[src/pkg/rcc_pkg.sv]
// package: register map, field layout, crc constants and carriers of the rx check block
package rcc_pkg;
    localparam int          ADDR_W          = 16;
    localparam logic [15:0] RCC_IDX_WAIT    = 16'h0011;
    localparam logic [15:0] RCC_IDX_CRC     = 16'h0012;
    localparam logic [15:0] RCC_IDX_STAT    = 16'h0030;

    localparam int          WAIT_VAL_LSB    = 8;
    localparam int          WAIT_VAL_W      = 20;
    localparam int          WAIT_PRE_LSB    = 0;
    localparam int          WAIT_PRE_W      = 8;

    localparam int          CRC_PRESET_LSB  = 16;
    localparam int          CRC_PAR_TYPE    = 11;
    localparam int          CRC_PAR_EN      = 10;
    localparam int          CRC_KEEP_COLL   = 9;
    localparam int          CRC_ALIGN_LSB   = 6;
    localparam int          CRC_SEL_LSB     = 3;
    localparam int          CRC_TYPE5       = 2;
    localparam int          CRC_INV         = 1;
    localparam int          CRC_EN          = 0;

    localparam int          STAT_ERR        = 0;
    localparam int          STAT_CRC_OK     = 1;
    localparam int          STAT_GUARD      = 2;
    localparam int          STAT_CNT_LSB    = 8;

    localparam logic [2:0]  SEL_ZERO        = 3'h0;
    localparam logic [2:0]  SEL_6363        = 3'h1;
    localparam logic [2:0]  SEL_A671        = 3'h2;
    localparam logic [2:0]  SEL_FFFF        = 3'h3;
    localparam logic [2:0]  SEL_0012        = 3'h4;
    localparam logic [2:0]  SEL_E012        = 3'h5;
    localparam logic [2:0]  SEL_ARB         = 3'h7;

    localparam logic [15:0] PRESET_ZERO     = 16'h0000;
    localparam logic [15:0] PRESET_6363     = 16'h6363;
    localparam logic [15:0] PRESET_A671     = 16'hA671;
    localparam logic [15:0] PRESET_FFFF     = 16'hFFFF;
    localparam logic [15:0] PRESET_0012     = 16'h0012;
    localparam logic [15:0] PRESET_E012     = 16'hE012;

    localparam logic [15:0] CRC16_POLY      = 16'h8408;
    localparam logic [15:0] CRC5_POLY       = 16'h0012;
    localparam logic [15:0] CRC5_MASK       = 16'h001F;
    localparam logic [15:0] CRC16_RESIDUE   = 16'h0000;
    localparam logic [15:0] CRC16_RES_INV   = 16'hF0B8;
    localparam logic [15:0] CRC5_RESIDUE    = 16'h0000;

    localparam logic [2:0]  ALIGN_LAST      = 3'h7;

    typedef enum logic [1:0] {MODE_A, MODE_B, MODE_JIS, MODE_OTHER} rcc_mode_type;

    typedef struct packed {
        logic [15:0] preset;
        logic        par_type;
        logic        par_en;
        logic        keep_coll;
        logic [2:0]  align;
        logic [2:0]  sel;
        logic        crc5;
        logic        checksum_invert;
        logic        crc_en;
    } rcc_cfg_type;

    localparam rcc_cfg_type CFG_RESET = '0;

    typedef struct packed {
        logic valid;
        logic data;
        logic coll;
    } rcc_bit_type;

    typedef struct packed {
        logic       valid;
        logic [7:0] data;
    } rcc_byte_type;

    // reserved code 110b falls back to a zero preset
    function automatic logic [15:0] rcc_preset(input logic [2:0] sel, input logic [15:0] arb,
                                               input logic crc5);
        logic [15:0] p;
        p = PRESET_ZERO;
        case (sel)
            SEL_6363: p = PRESET_6363;
            SEL_A671: p = PRESET_A671;
            SEL_FFFF: p = PRESET_FFFF;
            SEL_0012: p = PRESET_0012;
            SEL_E012: p = PRESET_E012;
            SEL_ARB:  p = arb;
            default:  p = PRESET_ZERO;
        endcase
        return crc5 ? {8'h00, p[7:0]} : p;
    endfunction : rcc_preset
endpackage : rcc_pkg

[src/core/rcc_crc.sv]
// bit-serial receive crc engine, 16-bit or 5-bit, lsb first
`timescale 1ns/1ps
`default_nettype none
module rcc_crc (
    input  wire logic        clk,
    input  wire logic        reset,
    input  wire logic        init,
    input  wire logic [15:0] preset,
    input  wire logic        crc5,
    input  wire logic        bit_en,
    input  wire logic        bit_in,
    output logic [15:0]      crc_r
);
    import rcc_pkg::*;

    logic        fb;
    logic [15:0] poly;
    logic [15:0] mask;
    logic [15:0] crc_nxt;

    assign fb      = crc_r[0] ^ bit_in;
    assign poly    = crc5 ? CRC5_POLY : CRC16_POLY;
    assign mask    = crc5 ? CRC5_MASK : 16'hFFFF;
    assign crc_nxt = ({1'b0, crc_r[15:1]} ^ (fb ? poly : 16'h0000)) & mask;

    always_ff @(posedge clk or posedge reset) begin
        if (reset) begin
            crc_r <= 16'h0000;
        end else if (init) begin
            crc_r <= preset & mask;
        end else if (bit_en) begin
            crc_r <= crc_nxt;
        end
    end
endmodule : rcc_crc
`default_nettype wire

[src/core/rcc_guard.sv]
// receive guard timer: prescaled down-counter started at end of transmission
`timescale 1ns/1ps
`default_nettype none
module rcc_guard #(
    parameter int CNT_W = 20,
    parameter int PRE_W = 8
) (
    input  wire logic             clk,
    input  wire logic             reset,
    input  wire logic             start,
    input  wire logic [CNT_W-1:0] reload,
    input  wire logic [PRE_W-1:0] presc,
    output logic                  busy,
    output logic [CNT_W-1:0]      count_r
);
    logic [PRE_W-1:0] pre_r;
    logic             tick;

    assign tick = (pre_r == '0);
    assign busy = (count_r != '0);

    always_ff @(posedge clk or posedge reset) begin
        if (reset) begin
            count_r <= '0;
            pre_r   <= '0;
        end else if (start) begin
            count_r <= reload;
            pre_r   <= presc;
        end else if (busy) begin
            pre_r   <= tick ? presc : pre_r - 1'b1;
            count_r <= tick ? count_r - 1'b1 : count_r;
        end
    end
endmodule : rcc_guard
`default_nettype wire

[src/core/rcc_rx_check.sv]
// receive check block: config registers, guard, byte assembly, parity and crc check
`timescale 1ns/1ps
`default_nettype none
module rcc_rx_check #(
    parameter int GUARD_W = 20,
    parameter int PRESC_W = 8
) (
    input  wire logic                        clk,
    input  wire logic                        reset,
    input  wire logic [rcc_pkg::ADDR_W-1:0]  addr,
    input  wire logic [31:0]                 wdata,
    input  wire logic                        wr_en,
    input  wire logic                        rd_en,
    output logic [31:0]                      rdata_r,
    input  wire logic                        tx_end,
    input  wire logic                        rx_start,
    input  wire logic                        rx_end,
    input  wire rcc_pkg::rcc_bit_type        rx_bit,
    input  wire logic                        auto_detect_en,
    input  wire logic                        mode_valid,
    input  wire rcc_pkg::rcc_mode_type       mode,
    input  wire logic                        parity_stop_en,
    output rcc_pkg::rcc_byte_type            byte_out_r,
    output logic                             integrity_err_r,
    output logic                             crc_ok_r,
    output logic                             frame_done_r,
    output logic                             rx_open_r
);
    import rcc_pkg::*;

    generate
        if (GUARD_W < 1 || GUARD_W > WAIT_VAL_W || PRESC_W < 1 || PRESC_W > WAIT_PRE_W) begin : g_chk
            $error("rcc_rx_check: guard widths out of range");
        end
    endgenerate

    typedef enum logic [1:0] {RX_IDLE, RX_DATA, RX_PARITY} rcc_rx_state_type;

    ////////////////////////////////////////////////////////////////////////////////
    // register file

    rcc_cfg_type        cfg_r;
    rcc_cfg_type        cfg_nxt;
    logic [GUARD_W-1:0] wait_val_r;
    logic [PRESC_W-1:0] wait_pre_r;
    logic               wr_wait;
    logic               wr_crc;
    logic               det_hit;
    logic [31:0]        rd_wait;
    logic [31:0]        rd_crc;
    logic [31:0]        rd_stat;
    logic [31:0]        rd_mux;
    logic               guard_busy;
    logic [GUARD_W-1:0] guard_cnt;

    assign wr_wait = wr_en && (addr == RCC_IDX_WAIT);
    assign wr_crc  = wr_en && (addr == RCC_IDX_CRC);
    assign det_hit = auto_detect_en && mode_valid;

    // detector update lands after a same-cycle software write, so it wins
    always_comb begin
        cfg_nxt = cfg_r;
        if (wr_crc) begin
            cfg_nxt.preset    = wdata[CRC_PRESET_LSB +: 16];
            cfg_nxt.par_type  = wdata[CRC_PAR_TYPE];
            cfg_nxt.par_en    = wdata[CRC_PAR_EN];
            cfg_nxt.keep_coll = wdata[CRC_KEEP_COLL];
            cfg_nxt.align     = wdata[CRC_ALIGN_LSB +: 3];
            cfg_nxt.sel       = wdata[CRC_SEL_LSB +: 3];
            cfg_nxt.crc5      = wdata[CRC_TYPE5];
            cfg_nxt.checksum_invert = wdata[CRC_INV];
            cfg_nxt.crc_en    = wdata[CRC_EN];
        end
        if (det_hit) begin
            unique case (mode)
                MODE_A: begin
                    cfg_nxt.par_en   = 1'b1;
                    cfg_nxt.par_type = 1'b1;
                    cfg_nxt.sel      = SEL_6363;
                    cfg_nxt.checksum_invert = 1'b0;
                end
                MODE_B: begin
                    cfg_nxt.sel    = SEL_FFFF;
                    cfg_nxt.checksum_invert = 1'b1;
                    cfg_nxt.crc_en = 1'b1;
                end
                MODE_JIS: begin
                    cfg_nxt.sel    = SEL_ZERO;
                    cfg_nxt.checksum_invert = 1'b0;
                    cfg_nxt.crc_en = 1'b1;
                end
                MODE_OTHER: begin
                    cfg_nxt = cfg_nxt;
                end
            endcase
        end
    end

    always_ff @(posedge clk or posedge reset) begin
        if (reset) begin
            cfg_r      <= CFG_RESET;
            wait_val_r <= '0;
            wait_pre_r <= '0;
        end else begin
            cfg_r <= cfg_nxt;
            if (wr_wait) begin
                wait_val_r <= wdata[WAIT_VAL_LSB +: GUARD_W];
                wait_pre_r <= wdata[WAIT_PRE_LSB +: PRESC_W];
            end
        end
    end

    ////////////////////////////////////////////////////////////////////////////////
    // read path: unused upper bits and unmapped addresses read zero

    always_comb begin
        rd_wait = 32'h0000_0000;
        rd_wait[WAIT_VAL_LSB +: GUARD_W] = wait_val_r;
        rd_wait[WAIT_PRE_LSB +: PRESC_W] = wait_pre_r;
        rd_stat = 32'h0000_0000;
        rd_stat[STAT_ERR]    = integrity_err_r;
        rd_stat[STAT_CRC_OK] = crc_ok_r;
        rd_stat[STAT_GUARD]  = guard_busy;
        rd_stat[STAT_CNT_LSB +: GUARD_W] = guard_cnt;
    end

    assign rd_crc = {cfg_r.preset, 4'h0, cfg_r.par_type, cfg_r.par_en, cfg_r.keep_coll,
                     cfg_r.align, cfg_r.sel, cfg_r.crc5, cfg_r.checksum_invert, cfg_r.crc_en};
    assign rd_mux = (addr == RCC_IDX_WAIT) ? rd_wait :
                    (addr == RCC_IDX_CRC)  ? rd_crc  :
                    (addr == RCC_IDX_STAT) ? rd_stat : 32'h0000_0000;

    always_ff @(posedge clk or posedge reset) begin
        if (reset) begin
            rdata_r <= 32'h0000_0000;
        end else begin
            rdata_r <= rd_en ? rd_mux : 32'h0000_0000;
        end
    end

    ////////////////////////////////////////////////////////////////////////////////
    // guard timer; the host must keep the prescaler at 0x7F for A and power control

    rcc_guard #(
        .CNT_W (GUARD_W),
        .PRE_W (PRESC_W)
    ) u_guard (
        .clk     (clk),
        .reset   (reset),
        .start   (tx_end),
        .reload  (wait_val_r),
        .presc   (wait_pre_r),
        .busy    (guard_busy),
        .count_r (guard_cnt)
    );

    ////////////////////////////////////////////////////////////////////////////////
    // receive datapath

    rcc_rx_state_type state_r;
    rcc_rx_state_type state_nxt;
    logic [2:0]       pos_r;
    logic [7:0]       shreg_r;
    logic [7:0]       shreg_set;
    logic             coll_seen_r;
    logic             take_start;
    logic             take_bit;
    logic             data_bit;
    logic             bit_val;
    logic             par_bit;
    logic             par_exp;
    logic             par_bad;
    logic             par_stop;
    logic             crc_init;
    logic [15:0]      crc_val;
    logic [15:0]      crc_residue;
    logic             crc_match;
    logic             frame_end;
    logic             byte_full;

    // the guard window swallows every start and bit the decoder delivers
    assign take_start = rx_start && !guard_busy && (state_r == RX_IDLE);
    assign take_bit   = rx_bit.valid && !guard_busy && (state_r != RX_IDLE);
    assign data_bit   = take_bit && (state_r == RX_DATA);
    assign par_bit    = take_bit && (state_r == RX_PARITY);
    // once a collision is seen, later bits are zeroed unless kept
    assign bit_val    = rx_bit.data && (cfg_r.keep_coll || !coll_seen_r);
    assign byte_full  = data_bit && (pos_r == ALIGN_LAST);

    generate
        for (genvar i = 0; i < 8; i++) begin : g_bit
            assign shreg_set[i] = shreg_r[i] | (data_bit && (pos_r == 3'(i)) && bit_val);
        end
    endgenerate

    assign par_exp   = (^shreg_r) ^ cfg_r.par_type;
    assign par_bad   = par_bit && (rx_bit.data != par_exp);
    assign par_stop  = par_bad && parity_stop_en;
    assign frame_end = (rx_end || par_stop) && (state_r != RX_IDLE);

    assign crc_init    = take_start;
    assign crc_residue = cfg_r.crc5 ? CRC5_RESIDUE :
                         (cfg_r.checksum_invert ? CRC16_RES_INV : CRC16_RESIDUE);
    assign crc_match   = (crc_val == crc_residue);

    rcc_crc u_crc (
        .clk    (clk),
        .reset  (reset),
        .init   (crc_init),
        .preset (rcc_preset(cfg_r.sel, cfg_r.preset, cfg_r.crc5)),
        .crc5   (cfg_r.crc5),
        .bit_en (data_bit),
        .bit_in (bit_val),
        .crc_r  (crc_val)
    );

    always_comb begin
        state_nxt = state_r;
        unique case (state_r)
            RX_IDLE:   state_nxt = take_start ? RX_DATA : RX_IDLE;
            RX_DATA:   state_nxt = (byte_full && cfg_r.par_en) ? RX_PARITY : RX_DATA;
            RX_PARITY: state_nxt = par_bit ? RX_DATA : RX_PARITY;
        endcase
        if (frame_end) begin
            state_nxt = RX_IDLE;
        end
    end

    always_ff @(posedge clk or posedge reset) begin
        if (reset) begin
            state_r     <= RX_IDLE;
            pos_r       <= 3'h0;
            shreg_r     <= 8'h00;
            coll_seen_r <= 1'b0;
        end else begin
            state_r <= state_nxt;
            if (take_start) begin
                pos_r       <= cfg_r.align;
                shreg_r     <= 8'h00;
                coll_seen_r <= 1'b0;
            end else begin
                if (data_bit) begin
                    pos_r <= pos_r + 3'h1;
                end
                if (par_bit || (byte_full && !cfg_r.par_en)) begin
                    shreg_r <= 8'h00;
                end else begin
                    shreg_r <= shreg_set;
                end
                if (take_bit && rx_bit.coll) begin
                    coll_seen_r <= 1'b1;
                end
            end
        end
    end

    ////////////////////////////////////////////////////////////////////////////////
    // outputs

    always_ff @(posedge clk or posedge reset) begin
        if (reset) begin
            byte_out_r <= '0;
        end else begin
            byte_out_r.valid <= (par_bit && !par_stop) || (byte_full && !cfg_r.par_en);
            byte_out_r.data  <= par_bit ? shreg_r : shreg_set;
        end
    end

    always_ff @(posedge clk or posedge reset) begin
        if (reset) begin
            integrity_err_r <= 1'b0;
            crc_ok_r        <= 1'b0;
            frame_done_r    <= 1'b0;
            rx_open_r       <= 1'b0;
        end else begin
            rx_open_r    <= !guard_busy;
            frame_done_r <= frame_end;
            if (par_bad && !parity_stop_en) begin
                integrity_err_r <= 1'b1;
            end else if (frame_end && cfg_r.crc_en && !par_stop && !crc_match) begin
                integrity_err_r <= 1'b1;
            end else if (take_start) begin
                integrity_err_r <= 1'b0;
            end
            if (take_start) begin
                crc_ok_r <= 1'b0;
            end else if (frame_end) begin
                crc_ok_r <= cfg_r.crc_en && crc_match;
            end
        end
    end
endmodule : rcc_rx_check
`default_nettype wire

[config.mk]
export PLATFORM = sky130hd
export DESIGN_NAME = rcc_rx_check
export DESIGN_NICKNAME = d
export VERILOG_FILES = /design/src/pkg/rcc_pkg.sv /design/src/core/rcc_crc.sv /design/src/core/rcc_guard.sv /design/src/core/rcc_rx_check.sv
export SDC_FILE = /design/constraint.sdc
export NUM_CORES = 1
export LEC_CHECK = 0
export BUFFER_PORTS_ARGS = -buffer_cell sky130_fd_sc_hd__clkbuf_2
export CELL_PAD_IN_SITES_DETAIL_PLACEMENT = 1
export CELL_PAD_IN_SITES_GLOBAL_PLACEMENT = 1
export CORE_MARGIN = 3
export CORE_UTILIZATION = 40
export DETAILED_ROUTE_END_ITERATION = 8
export HOLD_SLACK_MARGIN = 0.15
export PLACE_DENSITY = 0.71
export RECOVER_POWER = 25
export SETUP_SLACK_MARGIN = 0.1
export SLEW_MARGIN = 20
export SYNTH_ARGS = -nofsm -noshare
export SYNTH_HDL_FRONTEND = slang
export SYNTH_HIERARCHICAL = 1
export SYNTH_SLANG_ARGS = --single-unit
[constraint.sdc]
create_clock -name clk -period 3.5 [get_ports clk]
set_input_delay 0.525 -clock clk [delete_from_list [all_inputs] [get_ports clk]]
set_output_delay 0.525 -clock clk [all_outputs]
set_load 0.02 [all_outputs]
## Word-level counts from Yosys, hierarchy flattened

Index checks and enable logic that the tools add are counted.

- Flip-flop bits (word level): 159
- Input port bits: 63
- Logic and storage cells: 170

- $add $sub $neg: 3
- Equal/unequal tests: 23
- Mux-type cells: 42
- Bitwise logic cells: 13
- Reduce and logical (&&, ||, !) cells: 64

Operators with widths:

| operator | count |
|---|---|
| two-way mux 16 bit | 8 |
| two-way mux 32 bit | 3 |
| one-hot mux 16 bit (6 select lines) | 1 |
| two-way mux 20 bit | 3 |
| two-way mux 28 bit | 2 |
| two-way mux 8 bit | 6 |
| logical AND 1 bit | 38 |
| AND 16 bit | 2 |
| equality test 16 x 5 -> 1 bit (second input constant) | 2 |
| equality test 3 bit (second input constant) | 7 |
| nonzero test 20 bit | 1 |
| subtractor 20 x 1 -> 20 bit (second input constant) | 1 |
| equality test 16 bit | 1 |
| equality test 16 x 6 -> 1 bit (second input constant) | 1 |
| bitwise XOR 15 x 16 -> 16 bit | 1 |
| equality test 3 x 2 -> 1 bit (second input constant) | 4 |
| two-way mux 12 bit | 1 |
| one-hot mux 3 bit (4 select lines) | 1 |
| nonzero test 2 bit | 6 |
| two-way mux 1 bit | 9 |
| zero test 8 bit | 1 |
| two-way mux 2 bit | 4 |
| OR 1 bit | 8 |
| XOR reduction 8 bit | 1 |
| 17 further kinds | 33 |

## Depth between registers and ports, before layout

- Word-level depth: 14
- Mapped depth: 12

## Modules after synthesis

The synthesis kept the hierarchy.

Modules (own cells, without submodules):

| module | instances | cells each | area each (µm²) |
|---|---|---|---|
| rcc_rx_check | 1 | 467 | 5,350.1 |
| rcc_guard | 1 | 216 | 1,888.1 |
| rcc_crc | 1 | 90 | 869.6 |

## Least setup slack after synthesis

OpenSTA, ideal clock, no wires.

- Path kind: flip-flop to flip-flop
- From: register u_guard.count_r[14]
- To: register u_crc.crc_r[15]
- Library setup time: 130 ps
- Data arrival time: 2,782 ps
- Data required time: 3,370 ps
- Path slack: 587 ps
- Stages on the path, launching flop included: 11
- Path buffers: 3
- Cells stage by stage: dfrtp_1 -> or3_4 -> or4_4 -> or2_2 -> nor4bb_1 -> buf_2 -> clkbuf_8 -> inv_1 -> clkbuf_8 -> a221oi_1 -> a21oi_1

- Word-level cells in the longest chain between the ends: 6

Ends and longest elaborated chain:

| what | RTL line | text |
|---|---|---|
| from (decl) | rcc_guard.sv:14 | `output logic [CNT_W-1:0] count_r` |
| from (signal assigned) | rcc_guard.sv:27 | `count_r <= reload;` |
| from (signal assigned) | rcc_guard.sv:31 | `count_r <= tick ? count_r - 1'b1 : count_r;` |
| nonzero test 20 bit | rcc_guard.sv:20 | `assign busy = (count_r != '0);` |
| net guard_busy | rcc_rx_check.sv:53 | `logic guard_busy;` |
| zero test 1 bit | rcc_rx_check.sv:183 | `assign take_bit = rx_bit.valid && !guard_busy && (state_r != RX_IDLE);` |
| logical AND 1 bit (2 in series) | rcc_rx_check.sv:183 |  |
| logical AND 1 bit | rcc_rx_check.sv:184 | `assign data_bit = take_bit && (state_r == RX_DATA);` |
| net data_bit | rcc_rx_check.sv:168 | `logic data_bit;` |
| nonzero test 2 bit (no line) | n/a |  |
| to (signal assigned) | rcc_crc.sv:30 | `crc_r <= preset & mask;` |
| to (signal assigned) | rcc_crc.sv:32 | `crc_r <= crc_nxt;` |
| to (decl) | rcc_crc.sv:12 | `output logic [15:0] crc_r` |

The timed path passes the listed nets, and every way through them passes these cells.
A chain may end at the register's enable or synchronous reset.

## Final worst setup path

- From: register u_guard.count_r[14]
- To: register shreg_r[7]

- Word-level cells in the longest chain between the ends: 10

Ends and longest elaborated chain:

| what | RTL line | text |
|---|---|---|
| nonzero test 20 bit * | rcc_guard.sv:20 |  |
| net guard_busy | rcc_rx_check.sv:53 |  |
| zero test 1 bit * | rcc_rx_check.sv:182, rcc_rx_check.sv:183 |  |
| logical AND 1 bit (2 in series) | rcc_rx_check.sv:183 |  |
| logical AND 1 bit | rcc_rx_check.sv:184 |  |
| logical AND 1 bit | rcc_rx_check.sv:188, rcc_rx_check.sv:192 |  |
| logical AND 1 bit (on tied branches) | rcc_rx_check.sv:192, rcc_rx_check.sv:245 |  |
| OR 1 bit / logical OR 1 bit (equally long branches) | rcc_rx_check.sv:192, rcc_rx_check.sv:245 |  |
| two-way mux 8 bit | rcc_rx_check.sv:245 | `if (par_bit \|\| (byte_full && !cfg_r.par_en)) begin` |
| two-way mux 8 bit * | rcc_rx_check.sv:237 | `if (take_start) begin` |
| to (signal assigned) | rcc_rx_check.sv:248 | `shreg_r <= shreg_set;` |
| to (decl) | rcc_rx_check.sv:163 | `logic [7:0] shreg_r;` |

Mark *: on every way through the listed nets, which the timed path passes. The rest lies on a longest branch.

==> results.yml <==
yosys:
  yosysUniqueCellTypes: 80
  synthCells: 773
  synth.top_cell.area_share: 0.4907
  ys_async_sr_fraction: 1.000
  synth_seq_cells: 159
  syn_area_mm2: 0.008108
  yosys-top-cells-count: "159 x dfrtp_1, 84 x nand2_1, 43 x a21oi_1, 43 x mux2_2, 39 x o21ai_0"
  synth-edff-count: 0
  synth_area_leaders: "dfrtp_1 49%, mux2_2 6.0%, nand2_1 3.9%"
  yosysWarnings: 6
  seq_area_frac_synth: 0.4907
  synth_most_common_cell: "dfrtp_1"
  synth_flop_cell: "dfrtp_1"
  synth_area_leader_cell: "dfrtp_1"
  avgSynthCellArea_um2: 10.49
  synth_nets: 852
timing:
  relSlewSlack: -0.1979
  timing.final.crit_period_ps: 3225
  rsz0062_at_grt: "no"
  finalSetupViolCount: 0
  fmax_mhz: 310.1
  clock_skew_ps: 7.934
  tightest_slew_ps: 1797
  tns_ps: 0
  fin_crit_sh: 0.9214
  hold_violations: 0
  slew_violations: 29
cells_and_area:
  final_core_util: 0.4807
  regArea_mm2: 0.003979
  multiInputGateArea_mm2: 0.003782
  nNetsFinal: 959
  fin_area_mm2: 0.009479
  syn2layout_area_growth_pct: 16.91
  layout-drive-gt1-share: 0.2419
  fillers: 2219
  fin_cells: 1158
  antenna_cells: 0
placed_design:
  place_area_mm2: 0.008921
  io_buffers: 107
  place_congestion: 0.8992
  placed_cells_incl_taps: 1125
  hpwlAfterDp_mm: 17.83
detailed_routing:
  drc: 0
  firstDrtPassIters: 5
  wire_per_inst_um: 21.44
  via_count: 6670
  ant_nets: 0
  wirelength_mm: 24.82
  via_per_inst: 5.760
  drtIter0Drc: 450
die:
  start_util: 0.4112
  floorplan.die.height_um: 148.4
  coreArea_mm2: 0.01972
  rows: 51
  ioPinCount: 108
  die_area_mm2: 0.02201
  die_w_um: 148.4
grt:
  grt_max_degree: 68
  grt_usage: 0.2293
  antenna_found_initial: 0
  grt_pass1_vias: 7154
  gr-total-overflow: 0
  grt_pass1_wl_mm: 39.51
worst_hold_path:
  hold_path_class: "in -> reg"
setup_path:
  critical-path-max-stage-delay_ps: 540
  critPathCaptureType: "register"
  crit_fanout: 8
  crit_chain: "or3_4 > or4_4 > or2_2 > nor4bb_4 > buf_4 > nand2_1 > o211ai_1 > nor2_1"
  cp-start-kind: "register"
  path_class: "reg -> reg"
  worstPathRequired_ps: 3790
  cp.arrival_ps: 3510
  cpMaxStageDelayCell: "o211ai_1"
clock_network:
  cts_max_level: 4
  cts-root-buf: "clkbuf_16"
  cts_buffers: 17
  post_cts_buffers: 0
  clk_latency_ps: 430
  clk_pin_slew_ps: 70
  clock-sinks: 159
  tritoncts: "done"
  max-clock-path-buffers: 2
job:
  cap_violations: 1
pwr:
  switching_share: 0.3537
  switching_power_w: 0.002020
  combPwrFrac: 0.260
  p_total_w: 0.005711
  seqPwrFrac: 0.417
  internal-power_w: 0.003691
  leakagePower_nw: 4.391
  irDropWorstVdd_mv: 0.3087
  clockPowerShare: 0.323
  cellPowerDensity_mw_per_mm2: 602.5
status:
  status: "finished with violations"
  violations: "capacitance limit, slew limit"
## flip-flops by register name (all words and copies together) (netlist names), 2 cells and up
signal           count
wait_val_r          20
wait_pre_r           8
rdata_r             32
state_r              2
u_crc/crc_r         16
shreg_r              8
pos_r                3
cfg_r               28
byte_out_r           9
u_guard/pre_r        8
u_guard/count_r     20
## layout by cell type (no fill, tap or decap), types with 6 or more instances in the layout
cell,count
o21ai_0,39
a21oi_2,6
a32oi_1,18
nor4_1,9
nand2_1,84
mux2i_1,9
and3_1,9
or4_1,6
xnor2_1,9
mux2_2,43
dfrtp_1,159
clkbuf_16,17
o31ai_1,6
a22oi_1,17
nand2b_1,11
o211ai_1,8
a21boi_0,18
nor3_1,14
a21o_1,7
ha_1,16
inv_1,32
clkbuf_2,79
a21oi_1,43
buf_4,19
clkbuf_1,29
nor2_1,37
nand3_1,12
nor2b_1,18
## path summary, 6_finish.rpt
path                                                      start  depth (start not counted)                         endpoint  slack [ps]
worst max register to register  u_guard/count_r[14]$_DFFE_PP0P_                          8             shreg_r[7]$_DFF_PP0_         280
worst max-delay path            u_guard/count_r[14]$_DFFE_PP0P_                          8             shreg_r[7]$_DFF_PP0_         280
max in group asynchronous                                 reset                          4  u_guard/count_r[17]$_DFFE_PP0P_        1100
worst min register to register            cfg_r[24]$_DFFE_PP0N_                          1            rdata_r[28]$_DFF_PP0_         510
min in group asynchronous                                 reset                          3       u_crc/crc_r[0]$_DFFE_PP0P_         790
worst min-delay path                                  wdata[28]                          3            cfg_r[24]$_DFFE_PP0N_         310
## logic make-up (layout without fill, tap and decap cells)
group           count (synthesis)  in the layout  share of synthesized area
compound gates                218            218                     0.1892
xor+xnor                       13             13                    0.01574
fa+ha+maj                      16             16                    0.02469
buf+inv                        75            195                    0.04460
flops                         159            159                     0.4907
mux                            54             54                    0.07361
simple gates                  238            238                     0.1614
## per-layer routing
metal / track usage / part of all wire
met2: 0.4099 / 0.52
met3: 0.03534 / 0.038
met4: 0.05589 / 0.012
met1: 0.2927 / 0.43
met5: 0 / 0
## repair_timing
action	CTS	global route
endpoints found under the setup margin	0	17
gates resized for setup	0	1
hold endpoints to repair	8	0
hold buffers	1	0
## power groups by stage
stage / registers, W / clock network [W] / logic (W)
global route: 0.00242 / 0.00198 / 0.00164
detailed placement: 0.00241 / 0 / 0.00146
floorplan: 0.00232 / 0 / 0.00106
global placement: 0.00238 / 0 / 0.00139
finish: 0.00238 / 0.00185 / 0.00148
CTS: 0.00238 / 0.00188 / 0.00147
## cell type report
class                      instances  share of cell area
multi-input combinational        539              0.3990
inverter                          34             0.01360
sequential                       159              0.4197
tap                              265             0.03498
timing repair buffer             129             0.07141
clock buffer                      19             0.04778
clock inverter                    13             0.01346
## through the flow
stage | worst slack (ps) | hold WS (ps)
after detailed placement | 251.7 | 494.6
after global routing | 116.3 | 301.1
final | 275.1 | 308.4
after global placement | 382.9 | 491.8
after CTS | 227.0 | 295.3
after floorplan | 587.1 | 438.7
## critical path: cells and delay by family, from the launching register on
family,cells,cell delay [ps]
buf+inv,1,220
flops,1,460
simple gates,6,1850
compound gates,1,540
Power figures use the tool's default switching activity.
